## src/logic/rcsr_pkg.sv

```systemverilog
// Purpose: constants and state type for the clock control/status registers
// Assumes: 8-bit register port, register index used directly as address
// Notes: power-on values apply only on por_b; rst_b is the partial reset
package rcsr_pkg;
	// register addresses (register index)
	localparam logic [7:0] RCSR_ADDR_RATE = 8'h0a;
	localparam logic [7:0] RCSR_ADDR_MODE = 8'h0b;
	localparam logic [7:0] RCSR_ADDR_FLAG = 8'h0c;
	localparam logic [7:0] RCSR_ADDR_VALID = 8'h0d;

	// rate register fields
	localparam int RCSR_RATE_LSB = 0;
	localparam int RCSR_DIV_LSB = 4;
	localparam int RCSR_PEND_BIT = 7;

	// mode register fields
	localparam int RCSR_DSE_BIT = 0;
	localparam int RCSR_H24_BIT = 1;
	localparam int RCSR_BIN_BIT = 2;
	localparam int RCSR_SQW_BIT = 3;
	localparam int RCSR_IE_LSB = 4;
	localparam int RCSR_SET_BIT = 7;

	// flag and validity register fields; event index 0 update, 1 alarm, 2 periodic
	localparam int RCSR_FLAG_LSB = 4;
	localparam int RCSR_IRQ_SUMMARY_FLAG_BIT = 7;
	localparam int RCSR_VALID_BIT = 7;

	// daylight saving calendar points and hour values, alarm wildcard
	localparam logic [6:0] RCSR_APRIL = 7'h04;
	localparam logic [6:0] RCSR_OCTOBER = 7'h0a;
	localparam logic [6:0] RCSR_FIRST_WEEK_END = 7'h07;
	localparam logic [6:0] RCSR_LAST_WEEK_START = 7'h19;
	localparam logic [6:0] RCSR_LAST_SEC = 7'h3b;
	localparam logic [7:0] RCSR_SUNDAY = 8'h01;
	localparam logic [7:0] RCSR_HOUR_ONE = 8'h01;
	localparam logic [7:0] RCSR_HOUR_TWO = 8'h02;
	localparam logic [7:0] RCSR_HOUR_THREE = 8'h03;
	localparam logic [1:0] RCSR_WILDCARD = 2'h3;

	typedef struct packed {
		logic [3:0] periodic_rate_sel;
		logic [2:0] div_ctl;
		logic daylight_saving_enable;
		logic hour_24;
		logic binary_data_select;
		logic set_mode;
		logic [2:0] irq_enable;
		logic [2:0] irq_flag;
		logic contents_valid;
		logic batt_s1;
		logic batt_s2;
		logic tap_prev;
		logic advance;
		logic alarm_chk;
		logic dst_load;
		logic [7:0] dst_hour;
		logic fall_done;
		logic irq_out_n;
		logic [7:0] rdata;
	} rcsr_state_t;

	localparam rcsr_state_t RCSR_POR_STATE = '{
		periodic_rate_sel: 4'h0, div_ctl: 3'h0,
		daylight_saving_enable: 1'b0, hour_24: 1'b0,
		binary_data_select: 1'b0, set_mode: 1'b0,
		irq_enable: 3'h0, irq_flag: 3'h0, contents_valid: 1'b0,
		batt_s1: 1'b0, batt_s2: 1'b0, tap_prev: 1'b0,
		advance: 1'b0, alarm_chk: 1'b0, dst_load: 1'b0,
		dst_hour: 8'h00, fall_done: 1'b0, irq_out_n: 1'b1,
		rdata: 8'h00};
endpackage : rcsr_pkg

```

## src/logic/rcsr_ctl_status.sv

```systemverilog
// Purpose: mode, flag, validity and rate registers of the real-time clock
// Assumes: time counters, alarm bytes and divider taps live outside, on clk_sys
// Notes: counters act on time_advance / dst_load in the cycle they are high
//
// The implementer's own choices: strobed register access and the placing of the registers.
`timescale 1ns/1ns

// Functional notes
// - spring: 1:59:59 jumps to 3:00:00
// - fall: 1:59:59 back to 1:00:00
// - mode bit 1 selects 24 or 12 hour
// - mode bit 2 selects binary or BCD
// - mode bit 3 always reads zero
// - bit 4 enables update-ended interrupt
// - bit 5 enables alarm interrupt after update
// - bit 6 enables periodic interrupt, rate select
// - reset clears enables, keeps other mode bits
// - set mode freezes user-visible time
// - update sets flag bit 4
// - alarm match sets flag bit 5
// - selected tap transition sets flag bit 6
// - flag read or reset clears flags
// - summary flag when enable and flag both
// - interrupt output low exactly when summary set
// - validity bit 7, other bits zero
// - validity read sets validity bit
// - registers at indices 0Ah to 0Dh
// - update pending reads zero in set mode
// - alarm byte with bits 7,6 set matches all
module rcsr_ctl_status
	import rcsr_pkg::*;
(
	input wire logic clk_sys,
	input wire logic rst_b,
	input wire logic por_b,
	input wire logic [7:0] addr,
	input wire logic [7:0] wdata,
	input wire logic wr,
	input wire logic rd,
	output logic [7:0] rdata,
	input wire logic time_tick,
	input wire logic [15:0] div_taps,
	input wire logic update_pending,
	input wire logic [7:0] cur_sec,
	input wire logic [7:0] cur_min,
	input wire logic [7:0] cur_hour,
	input wire logic [7:0] cur_dow,
	input wire logic [7:0] cur_date,
	input wire logic [7:0] cur_month,
	input wire logic [7:0] alm_sec,
	input wire logic [7:0] alm_min,
	input wire logic [7:0] alm_hour,
	input wire logic batt_low,
	output logic irq_out_n,
	output logic time_advance,
	output logic dst_load,
	output logic [7:0] dst_hour,
	output logic hour_24,
	output logic binary_data_select,
	output logic set_mode,
	output logic [3:0] periodic_rate_sel,
	output logic [2:0] div_ctl
);
	rcsr_state_t st;
	rcsr_state_t next_st;

	// encode a small value as the counters hold it
	function automatic logic [7:0] rcsr_enc(input logic [6:0] v,
		input logic bin);
		logic [6:0] tens;
		logic [6:0] ones;
		tens = v / 7'h0a;
		ones = v % 7'h0a;
		if (bin)
			return {1'b0, v};
		return {tens[3:0], ones[3:0]};
	endfunction : rcsr_enc

	// alarm byte compare with wildcard
	function automatic logic rcsr_amatch(input logic [7:0] alm,
		input logic [7:0] cur);
		return (alm[7:6] == RCSR_WILDCARD) || (alm == cur);
	endfunction : rcsr_amatch

	logic last_second;
	logic is_sunday;
	logic spring_day;
	logic fall_day;
	logic spring_hit;
	logic fall_hit;
	logic advance_now;
	logic alarm_hit;
	logic tap_now;
	logic tap_evt;
	logic [2:0] evt;
	logic [2:0] flag_after;
	logic wr_rate;
	logic wr_mode;
	logic rd_flag;
	logic rd_valid;

	always_comb begin
		// time is stepped only when set mode is off
		advance_now = time_tick && !st.set_mode;
		last_second = (cur_sec == rcsr_enc(RCSR_LAST_SEC,
			st.binary_data_select))
			&& (cur_min == rcsr_enc(RCSR_LAST_SEC,
			st.binary_data_select))
			&& (cur_hour == RCSR_HOUR_ONE);
		is_sunday = (cur_dow == RCSR_SUNDAY);
		spring_day = (cur_month == rcsr_enc(RCSR_APRIL,
			st.binary_data_select))
			&& (cur_date <= rcsr_enc(RCSR_FIRST_WEEK_END,
			st.binary_data_select));
		fall_day = (cur_month == rcsr_enc(RCSR_OCTOBER,
			st.binary_data_select))
			&& (cur_date >= rcsr_enc(RCSR_LAST_WEEK_START,
			st.binary_data_select));
		spring_hit = st.daylight_saving_enable && advance_now
			&& last_second && is_sunday && spring_day;
		// the repeated hour must not fall back a second time
		fall_hit = st.daylight_saving_enable && advance_now
			&& last_second && is_sunday && fall_day
			&& !st.fall_done;
		alarm_hit = st.alarm_chk && rcsr_amatch(alm_sec, cur_sec)
			&& rcsr_amatch(alm_min, cur_min)
			&& rcsr_amatch(alm_hour, cur_hour);
		tap_now = div_taps[st.periodic_rate_sel];
		// rate zero means no periodic events
		tap_evt = (st.periodic_rate_sel != 4'h0)
			&& (tap_now != st.tap_prev);
		evt = {tap_evt, alarm_hit, st.advance};
		wr_rate = wr && (addr == RCSR_ADDR_RATE);
		wr_mode = wr && (addr == RCSR_ADDR_MODE);
		rd_flag = rd && (addr == RCSR_ADDR_FLAG);
		rd_valid = rd && (addr == RCSR_ADDR_VALID);
	end

	always_comb begin
		next_st = st;
		next_st.batt_s1 = batt_low;
		next_st.batt_s2 = st.batt_s1;
		next_st.tap_prev = tap_now;
		next_st.advance = advance_now;
		next_st.alarm_chk = st.advance;
		next_st.dst_load = spring_hit || fall_hit;
		next_st.dst_hour = spring_hit ? RCSR_HOUR_THREE
			: RCSR_HOUR_ONE;
		if (fall_hit)
			next_st.fall_done = 1'b1;
		else if (advance_now && cur_hour == RCSR_HOUR_TWO)
			next_st.fall_done = 1'b0;

		if (wr_rate) begin
			next_st.periodic_rate_sel = wdata[RCSR_RATE_LSB +: 4];
			next_st.div_ctl = wdata[RCSR_DIV_LSB +: 3];
		end
		if (wr_mode) begin
			next_st.daylight_saving_enable = wdata[RCSR_DSE_BIT];
			next_st.hour_24 = wdata[RCSR_H24_BIT];
			next_st.binary_data_select = wdata[RCSR_BIN_BIT];
			next_st.irq_enable = wdata[RCSR_IE_LSB +: 3];
			next_st.set_mode = wdata[RCSR_SET_BIT];
		end

		// clear at the read's conclusion, a fresh event still wins
		flag_after = rd_flag ? 3'h0 : st.irq_flag;
		next_st.irq_flag = flag_after | evt;

		// battery low beats a validity read in the same cycle
		if (st.batt_s2)
			next_st.contents_valid = 1'b0;
		else if (rd_valid)
			next_st.contents_valid = 1'b1;

		if (!rst_b) begin
			next_st.irq_enable = 3'h0;
			next_st.irq_flag = 3'h0;
			next_st.advance = 1'b0;
			next_st.alarm_chk = 1'b0;
			next_st.dst_load = 1'b0;
		end
		next_st.irq_out_n = ~|(next_st.irq_enable
			& next_st.irq_flag);

		next_st.rdata = 8'h00;
		if (rd) begin
			case (addr)
				RCSR_ADDR_RATE: begin
					next_st.rdata[RCSR_RATE_LSB +: 4] = st.periodic_rate_sel;
					next_st.rdata[RCSR_DIV_LSB +: 3] = st.div_ctl;
					next_st.rdata[RCSR_PEND_BIT] = update_pending
						&& !st.set_mode;
				end
				RCSR_ADDR_MODE: begin
					next_st.rdata[RCSR_DSE_BIT] = st.daylight_saving_enable;
					next_st.rdata[RCSR_H24_BIT] = st.hour_24;
					next_st.rdata[RCSR_BIN_BIT] = st.binary_data_select;
					next_st.rdata[RCSR_SQW_BIT] = 1'b0;
					next_st.rdata[RCSR_IE_LSB +: 3] = st.irq_enable;
					next_st.rdata[RCSR_SET_BIT] = st.set_mode;
				end
				RCSR_ADDR_FLAG: begin
					next_st.rdata[RCSR_FLAG_LSB +: 3] = st.irq_flag;
					next_st.rdata[RCSR_IRQ_SUMMARY_FLAG_BIT] = !st.irq_out_n;
				end
				RCSR_ADDR_VALID: begin
					next_st.rdata[RCSR_VALID_BIT] = st.contents_valid;
				end
				default: begin
					next_st.rdata = 8'h00;
				end
			endcase
		end
	end

	// por_b sets everything; rst_b touches enables, flags and the advance, alarm-check and dst_load stages
	always_ff @(posedge clk_sys) begin
		if (!por_b)
			st <= RCSR_POR_STATE;
		else
			st <= next_st;
	end

	assign rdata = st.rdata;
	assign irq_out_n = st.irq_out_n;
	assign time_advance = st.advance;
	assign dst_load = st.dst_load;
	assign dst_hour = st.dst_hour;
	assign hour_24 = st.hour_24;
	assign binary_data_select = st.binary_data_select;
	assign set_mode = st.set_mode;
	assign periodic_rate_sel = st.periodic_rate_sel;
	assign div_ctl = st.div_ctl;

	chk_irq_follows_flags: assert property (
		@(posedge clk_sys) disable iff (!por_b)
		irq_out_n == !(|(st.irq_enable & st.irq_flag)))
		else $error("interrupt output does not follow summary");

	chk_flag_read_clear: assert property (
		@(posedge clk_sys) disable iff (!por_b || !rst_b)
		rd_flag && evt == 3'h0 ##1 rst_b |-> st.irq_flag == 3'h0)
		else $error("flags not cleared by flag read");

	chk_flag_event_wins: assert property (
		@(posedge clk_sys) disable iff (!por_b || !rst_b)
		time_advance ##1 rst_b |-> st.irq_flag[0])
		else $error("update flag missing after time update");

	chk_mode_bit3_zero: assert property (
		@(posedge clk_sys) disable iff (!por_b)
		rd && addr == RCSR_ADDR_MODE |=> rdata[RCSR_SQW_BIT] == 1'b0)
		else $error("mode bit 3 read as one");

	chk_valid_read_set: assert property (
		@(posedge clk_sys) disable iff (!por_b)
		rd_valid && !st.batt_s2 |=> st.contents_valid)
		else $error("validity not set after validity read");

	chk_enable_reset: assert property (
		@(posedge clk_sys) disable iff (!por_b)
		!rst_b && !wr_mode ##1 por_b |-> st.irq_enable == 3'h0
			&& $stable(st.hour_24) && $stable(st.set_mode))
		else $error("reset mishandled mode bits");

	chk_set_freezes: assert property (
		@(posedge clk_sys) disable iff (!por_b || !rst_b)
		set_mode && $stable(set_mode) |-> !time_advance)
		else $error("time advanced in set mode");

	chk_pending_set: assert property (
		@(posedge clk_sys) disable iff (!por_b)
		rd && addr == RCSR_ADDR_RATE && st.set_mode
			|=> !rdata[RCSR_PEND_BIT])
		else $error("update pending read one in set mode");

	chk_dst_disabled: assert property (
		@(posedge clk_sys) disable iff (!por_b || !rst_b)
		!st.daylight_saving_enable && !$past(wr_mode)
			|-> ##1 !dst_load)
		else $error("daylight step while disabled");

	chk_read_one_cycle: assert property (
		@(posedge clk_sys) disable iff (!por_b)
		!rd |=> rdata == 8'h00)
		else $error("read data outside the read cycle");

	chk_alarm_after_upd: assert property (
		@(posedge clk_sys) disable iff (!por_b || !rst_b)
		alarm_hit |-> $past(st.advance) ##1 st.irq_flag[1])
		else $error("alarm flag timing wrong");

	chk_spring_step: assert property (
		@(posedge clk_sys) disable iff (!por_b || !rst_b)
		spring_hit && rst_b |=> dst_load && time_advance
			&& dst_hour == RCSR_HOUR_THREE)
		else $error("spring step not loaded");

	chk_fall_step: assert property (
		@(posedge clk_sys) disable iff (!por_b || !rst_b)
		fall_hit && rst_b |=> dst_load && time_advance
			&& dst_hour == RCSR_HOUR_ONE)
		else $error("fall step not loaded");

	chk_reset_irq_off: assert property (
		@(posedge clk_sys) disable iff (!por_b)
		!rst_b |=> irq_out_n && st.irq_enable == 3'h0
			&& st.irq_flag == 3'h0)
		else $error("reset left interrupt state");

	chk_flag_low_zero: assert property (
		@(posedge clk_sys) disable iff (!por_b)
		rd_flag |=> rdata[3:0] == 4'h0)
		else $error("flag low bits read as one");

	chk_irq_summary_flag_mirror: assert property (
		@(posedge clk_sys) disable iff (!por_b)
		rd_flag |=> rdata[RCSR_IRQ_SUMMARY_FLAG_BIT] != $past(irq_out_n))
		else $error("summary flag differs from output");

	chk_valid_low_zero: assert property (
		@(posedge clk_sys) disable iff (!por_b)
		rd_valid |=> rdata[6:0] == 7'h00)
		else $error("validity low bits read as one");

	chk_batt_clears: assert property (
		@(posedge clk_sys) disable iff (!por_b)
		st.batt_s2 |=> !st.contents_valid)
		else $error("validity kept while battery low");

	chk_periodic_flag: assert property (
		@(posedge clk_sys) disable iff (!por_b || !rst_b)
		tap_evt && rst_b |=> st.irq_flag[2])
		else $error("periodic flag missing after tap change");

	chk_update_irq: assert property (
		@(posedge clk_sys) disable iff (!por_b || !rst_b)
		time_advance && st.irq_enable[0] && !wr_mode && rst_b
			|=> !irq_out_n)
		else $error("update interrupt not raised");

	chk_alarm_irq: assert property (
		@(posedge clk_sys) disable iff (!por_b || !rst_b)
		alarm_hit && st.irq_enable[1] && !wr_mode && rst_b
			|=> !irq_out_n)
		else $error("alarm interrupt not raised");

	chk_periodic_irq: assert property (
		@(posedge clk_sys) disable iff (!por_b || !rst_b)
		tap_evt && st.irq_enable[2] && !wr_mode && rst_b
			|=> !irq_out_n)
		else $error("periodic interrupt not raised");

	chk_mode_write: assert property (
		@(posedge clk_sys) disable iff (!por_b)
		wr_mode |=> hour_24 == $past(wdata[RCSR_H24_BIT])
			&& binary_data_select == $past(wdata[RCSR_BIN_BIT])
			&& set_mode == $past(wdata[RCSR_SET_BIT]))
		else $error("mode write not taken");

	chk_rate_write: assert property (
		@(posedge clk_sys) disable iff (!por_b)
		wr_rate |=> periodic_rate_sel
			== $past(wdata[RCSR_RATE_LSB +: 4]))
		else $error("rate write not taken");

	chk_wildcard_match: assert property (
		@(posedge clk_sys) disable iff (!por_b)
		st.alarm_chk && alm_sec[7:6] == RCSR_WILDCARD
			&& alm_min[7:6] == RCSR_WILDCARD
			&& alm_hour[7:6] == RCSR_WILDCARD |-> alarm_hit)
		else $error("wildcard alarm did not match");

	chk_unmapped_zero: assert property (
		@(posedge clk_sys) disable iff (!por_b)
		rd && (addr < RCSR_ADDR_RATE || addr > RCSR_ADDR_VALID)
			|=> rdata == 8'h00)
		else $error("unmapped address read non-zero");

	chk_tick_steps: assert property (
		@(posedge clk_sys) disable iff (!por_b || !rst_b)
		time_tick && !st.set_mode && rst_b |=> time_advance)
		else $error("tick did not step time");
endmodule : rcsr_ctl_status

```

## config.mk

```make
export PLATFORM = sky130hd
export DESIGN_NAME = rcsr_ctl_status
export DESIGN_NICKNAME = d
export VERILOG_FILES = /design/src/logic/rcsr_pkg.sv /design/src/logic/rcsr_ctl_status.sv
export SDC_FILE = /design/constraint.sdc
export NUM_CORES = 1
export LEC_CHECK = 0
export BUFFER_PORTS_ARGS = -buffer_cell sky130_fd_sc_hd__buf_2
export CORE_MARGIN = 2
export CORE_UTILIZATION = 30
export DETAILED_ROUTE_END_ITERATION = 7
export PLACE_DENSITY = 0.64
export REMOVE_ABC_BUFFERS = 1
export SLEW_MARGIN = 20
export SYNTH_ARGS = -nofsm -noshare
export SYNTH_HDL_FRONTEND = slang
export SYNTH_SLANG_ARGS = --single-unit
```

## constraint.sdc

```tcl
create_clock -name clk_sys -period 5.41 [get_ports clk_sys]
set_clock_uncertainty 0.15 [all_clocks]
set_input_delay 0.541 -clock clk_sys [delete_from_list [all_inputs] [get_ports clk_sys]]
set_output_delay 0.541 -clock clk_sys [all_outputs]
set_load 0.02 [all_outputs]
```

==> results.json, run 1 <==
{
  "rows": 31,
  "wl_um": 5980,
  "cp_slowest_stage_delay_ps": 600,
  "rsz0062_at_grt": "false",
  "cts_tree": "built",
  "synth_xor_area_frac": 0.102,
  "path_cells": "buf_2 -> or4b_4 -> or4b_4 -> mux2i_1 -> or3_2 -> and4_1",
  "critPathSlowestCell": "or4b_4",
  "async_flop_share": 0,
  "nNetsFinal": 488,
  "dr.pass1.iters": 4,
  "final_max_slew_viol_count": 0,
  "critical_path_class": "input pin to flip-flop",
  "synth_area_per_cell_sq_um": 8.75,
  "clock.fmax_mhz": 388,
  "grt_pass1_wl_um": 9750,
  "cts.reportedPaths.clkPinSlew_ps": 60,
  "synth_fa_ha_area_frac": 0.0223,
  "area_growth_pct": 32.5,
  "finalCriticalPeriod_ps": 2580,
  "layout_common_cells": "buf_2, dfxtp_1, nand2_1",
  "antenna_found_initial": 0,
  "worstMarginPinSlew_ps": 647,
  "core-area_sq_mm": 0.00725,
  "cap_violations": 0,
  "ctsHtreeMaxLevel": 2,
  "muxShareOfSynthArea": 0.0542,
  "reg2regPathDepth": 6,
  "synth_edf_count": 0,
  "status": "finished clean",
  "post_cts_resize_count": 0,
  "ys_ff_latch": 36,
  "synth_flop_cell": "dfxtp_1",
  "maxSlewHeadroom": 0.565,
  "p_total_uw": 595,
  "drc": 0,
  "avgRoutedWirePerCell_um": 12.7,
  "start_kind": "input pin",
  "grt_pass1_vias": 2144,
  "root_buffer": "clkbuf_8",
  "gp_congestion": 0.843,
  "tns_ps": 0,
  "synth-simple-area-share": 0.256,
  "syn-cell-area_sq_mm": 0.00224,
  "detail-route-antenna-nets": 0,
  "vias": 2257,
  "holdPathStages": 1,
  "post-place-ws_ps": 2530,
  "grt-ovfl-total": 0,
  "io_pins": 141,
  "final_cells": 472,
  "numCtsBuffers": 5,
  "fin_crit_sh": 0.477,
  "synth_compound_area_frac": 0.144,
  "clk_latency_ps": 280,
  "drt_iter0_markers": 77,
  "hold_ws_ps": 241,
  "drive_gt1_frac": 0.408,
  "placedCellCount": 464,
  "start_util": 0.309,
  "cp_data_required_time_ps": 5440,
  "p_leak_nw": 1.25,
  "holdBufCountCts": 0,
  "powerDensity_mw_per_mm2": 200,
  "postCtsSetupBuffers": 0,
  "cp.arrival_ps": 2610,
  "design.die.area_sq_mm": 0.00817,
  "synth-seq-area-share": 0.322,
  "synth_cell_types": 43,
  "ir_drop_mv": 0.108,
  "nFillCells": 760,
  "ctsLongestPathBuffers": 2,
  "numPortBuffers": 134,
  "synth_warnings": 0,
  "hp-class": "flip-flop to flip-flop",
  "final_common_cell": "buf_2",
  "dieWidth_um": 90.4,
  "setup-violations-final": 0,
  "synth_top_family_by_area": "simple AND/OR/NAND/NOR gates",
  "syn_inst": 256,
  "cpMostUsedCell": "or4b_4",
  "grt_max_degree": 26,
  "hold_viol_final": 0,
  "dp.final_hpwl_um": 5050,
  "die_height_um": 90.4,
  "path_max_fanout": 7,
  "cts_sinks": 36,
  "diodes": 0,
  "gr-usage-all-layers": 0.146,
  "endpoint_kind": "flip-flop",
  "setup_ws_ps": 2830,
  "avgViaCountPerCell": 4.78
}
-- report_power, final --
group	total, mW	switching [mW]	internal (mW)
Clock	0.227	0.0908	0.137
Combinational	0.0991	0.0454	0.0537
Sequential	0.268	0.00107	0.267
Total	0.595	0.137	0.457
-- metrics by stage --
stage	util	instance area [sq um]
floorplan	-	2040
global placement	0.394	2860
detailed placement	0.394	2860
CTS	0.409	2970
global route	0.409	2970
finish	0.409	2970
-- kinds of logic (layout without fill, tap and decap cells) --
kind of cell / after synthesis / in the layout
compound gates: 46 / 46
xor+xnor: 26 / 26
fa+ha+maj: 4 / 4
buf+inv: 34 / 146
flops: 36 / 36
mux: 7 / 7
other cells: 1 / 6
simple gates: 102 / 102
-- Yosys cell counts (5+ instances only) --
cell / number / share of area
xnor2_1: 25 / 0.098
nor2_1: 10 / 0.017
a21oi_1: 8 / 0.018
buf_4: 23 / 0.077
dfxtp_1: 36 / 0.32
clkbuf_1: 8 / 0.013
nand2b_1: 5 / 0.014
nand4_1: 8 / 0.022
nand3_1: 16 / 0.036
nor4_1: 6 / 0.017
nand2_1: 29 / 0.049
a22oi_1: 8 / 0.027
o21ai_0: 5 / 0.011
a21boi_0: 12 / 0.040
-- flip-flops by register name, summed over array words and instances (netlist names), 2 cells and up --
name               flops
div_ctl                3
dst_hour               2
periodic_rate_sel      4
rdata                  8
st                    12
-- per-layer routing --
metal  vias up  GRT usage  share of wire
met5         -          0              0
met4         0     0.0436          0.015
met2       105      0.259           0.49
li1       1140          -              -
met1      1004      0.171           0.40
met3         8     0.0401          0.088
-- layout make-up --
class                      count  area [sq um]  area share
sequential                    36           721       0.243
timing repair buffer         136           686       0.231
clock inverter                 2          35.0      0.0118
multi-input combinational    191          1320       0.446
tap                           99           124      0.0417
inverter                       2          7.51     0.00253
clock buffer                   6          72.6      0.0245
-- worst max-delay path: cells and delay by family --
kind	cells	cell delay, ps
buffers and inverters	1	100
and+or+nand+nor	4	1800
muxes	1	170
-- path summary, 6_finish.rpt --
check | end | startpoint | slack (ps)
worst max-delay path | irq_out_n | addr[7] | 2830
worst min-delay path | st[24] | st[22] | 240
worst max register to register | irq_out_n | periodic_rate_sel[1] | 3140
worst min register to register | st[24] | st[22] | 240
Note: power is estimated with default switching activity, not from simulation.
==> run 2, diff against run 1 <==
PLACE_DENSITY = 0.66   (was 0.64)
clock period = 2.2 ns   (was 5.41 ns; I/O delays follow)
==> results.json, run 2 (synthesized netlist as in run 1, its figures left out) <==
{
  "p_total_mw": 1.39,
  "start_util": 0.309,
  "r2r_end": "irq_out_n",
  "cp_data_required_time_ps": 2240,
  "rows": 31,
  "final_common_cell": "buf_2",
  "design.die.area_sq_mm": 0.00817,
  "area_growth_pct": 36.1,
  "ir_drop_mv": 0.201,
  "grt_pass1_vias": 2292,
  "hold_viol_final": 0,
  "die_height_um": 90.4,
  "grt_pass1_wl_um": 10300,
  "avgRoutedWirePerCell_um": 13.1,
  "reg2regPathDepth": 6,
  "start_kind": "input pin",
  "path_cells": "buf_2 -> or4b_4 -> or4b_4 -> mux2i_1 -> or3_2 -> and4_1",
  "holdPathStages": 3,
  "drc": 0,
  "fin_area_sq_mm": 0.00305,
  "root_buffer": "clkbuf_8",
  "finalCriticalPeriod_ps": 2130,
  "ctsLongestPathBuffers": 2,
  "drive_gt1_frac": 0.423,
  "ctsHtreeMaxLevel": 2,
  "rsz0062_at_grt": "false",
  "cts_sinks": 36,
  "dieWidth_um": 90.4,
  "cp.arrival_ps": 2160,
  "setup_ws_ps": 73.9,
  "setup-violations-final": 0,
  "fin_util": 0.420,
  "top_register": "st",
  "dr.pass1.iters": 4,
  "gp_congestion": 0.833,
  "r2r_start": "periodic_rate_sel[1]",
  "avgViaCountPerCell": 4.81,
  "r2r_setup_slack_ps": 120,
  "dp.final_hpwl_um": 5370,
  "wl_um": 6350,
  "placedCellCount": 475,
  "fin_crit_sh": 0.966,
  "critPathLaunch": "addr[7]",
  "io_pins": 141,
  "clk_latency_ps": 290,
  "grt-ovfl-total": 0,
  "seqCellArea_sq_um": 724,
  "cts.reportedPaths.clkPinSlew_ps": 70,
  "nFillCells": 749,
  "detail-route-antenna-nets": 0,
  "post-place-ws_ps": -222,
  "clock.fmax_mhz": 470,
  "drt_iter0_markers": 93,
  "core-area_sq_mm": 0.00725,
  "diodes": 0,
  "final_max_slew_viol_count": 0,
  "multiInputGateArea_sq_mm": 0.00132,
  "cp_slowest_stage_delay_ps": 540,
  "largest_reg_flops": 12,
  "numCtsBuffers": 5,
  "cap_violations": 0,
  "final_cells": 484,
  "placed_area_sq_mm": 0.00294,
  "hp-class": "input pin to flip-flop",
  "cpMostUsedCell": "or4b_4",
  "critPathSlowestCell": "or4b_4",
  "layout_common_cells": "buf_2, dfxtp_1, nand2_1",
  "gr-usage-all-layers": 0.154,
  "worstSetupEndpoint": "irq_out_n",
  "p_leak_nw": 1.30,
  "powerDensity_mw_per_mm2": 457,
  "path_max_fanout": 2,
  "vias": 2328,
  "hold_ws_ps": 43.9,
  "nNetsFinal": 500,
  "grt_max_degree": 25,
  "endpoint_kind": "flip-flop",
  "numPortBuffers": 134,
  "cts_tree": "built",
  "antenna_found_initial": 1,
  "tns_ps": 0,
  "critical_path_class": "input pin to flip-flop",
  "status": "finished clean"
}
## run 2: where the power goes
part	switching, mW	internal (mW)	leakage, nW
clock network	0.226	0.255	0.0455
registers	0.00279	0.656	0.292
logic	0.115	0.138	0.963
## run 2: what timing repair did
action,in CTS,in global routing
hold buffers,1,0
endpoints found under the setup margin,1,3
buffers inserted,0,0
resized for setup,1,2
hold endpoints to repair,1,0
## run 2: worst min path at each step
stage          startpoint                   end  slack, ps
2_1_floorplan       por_b           dst_hour[0]        100
3_3_place_gp       st[22]                st[24]        230
3_5_place_dp       st[22]                st[24]        230
4_1_cts             rst_b                st[19]         40
5_1_grt             rst_b              dst_load         50
6_report         wdata[3]  periodic_rate_sel[3]         40
## run 2: layout make-up
class / count / share of cell area
Sequential cell: 36 / 0.238
Clock buffer: 8 / 0.0296
Timing Repair Buffer: 148 / 0.255
Inverter: 2 / 0.00246
Tap cell: 99 / 0.0406
Multi-Input combinational cell: 191 / 0.434
## run 2: worst max-delay path: cells and delay by family
kind,cells,cell delay (ps)
buffers and inverters,1,100
multiplexers,1,150
AND/OR/NAND/NOR,4,1700
## run 2: metal layers
layer	wire, um	track usage	vias to the layer above
met2	3230	0.290	116
met1	2480	0.167	1041
met3	527	0.0409	10
li1	-	-	1161
met4	110	0.0462	0
met5	0	0	-
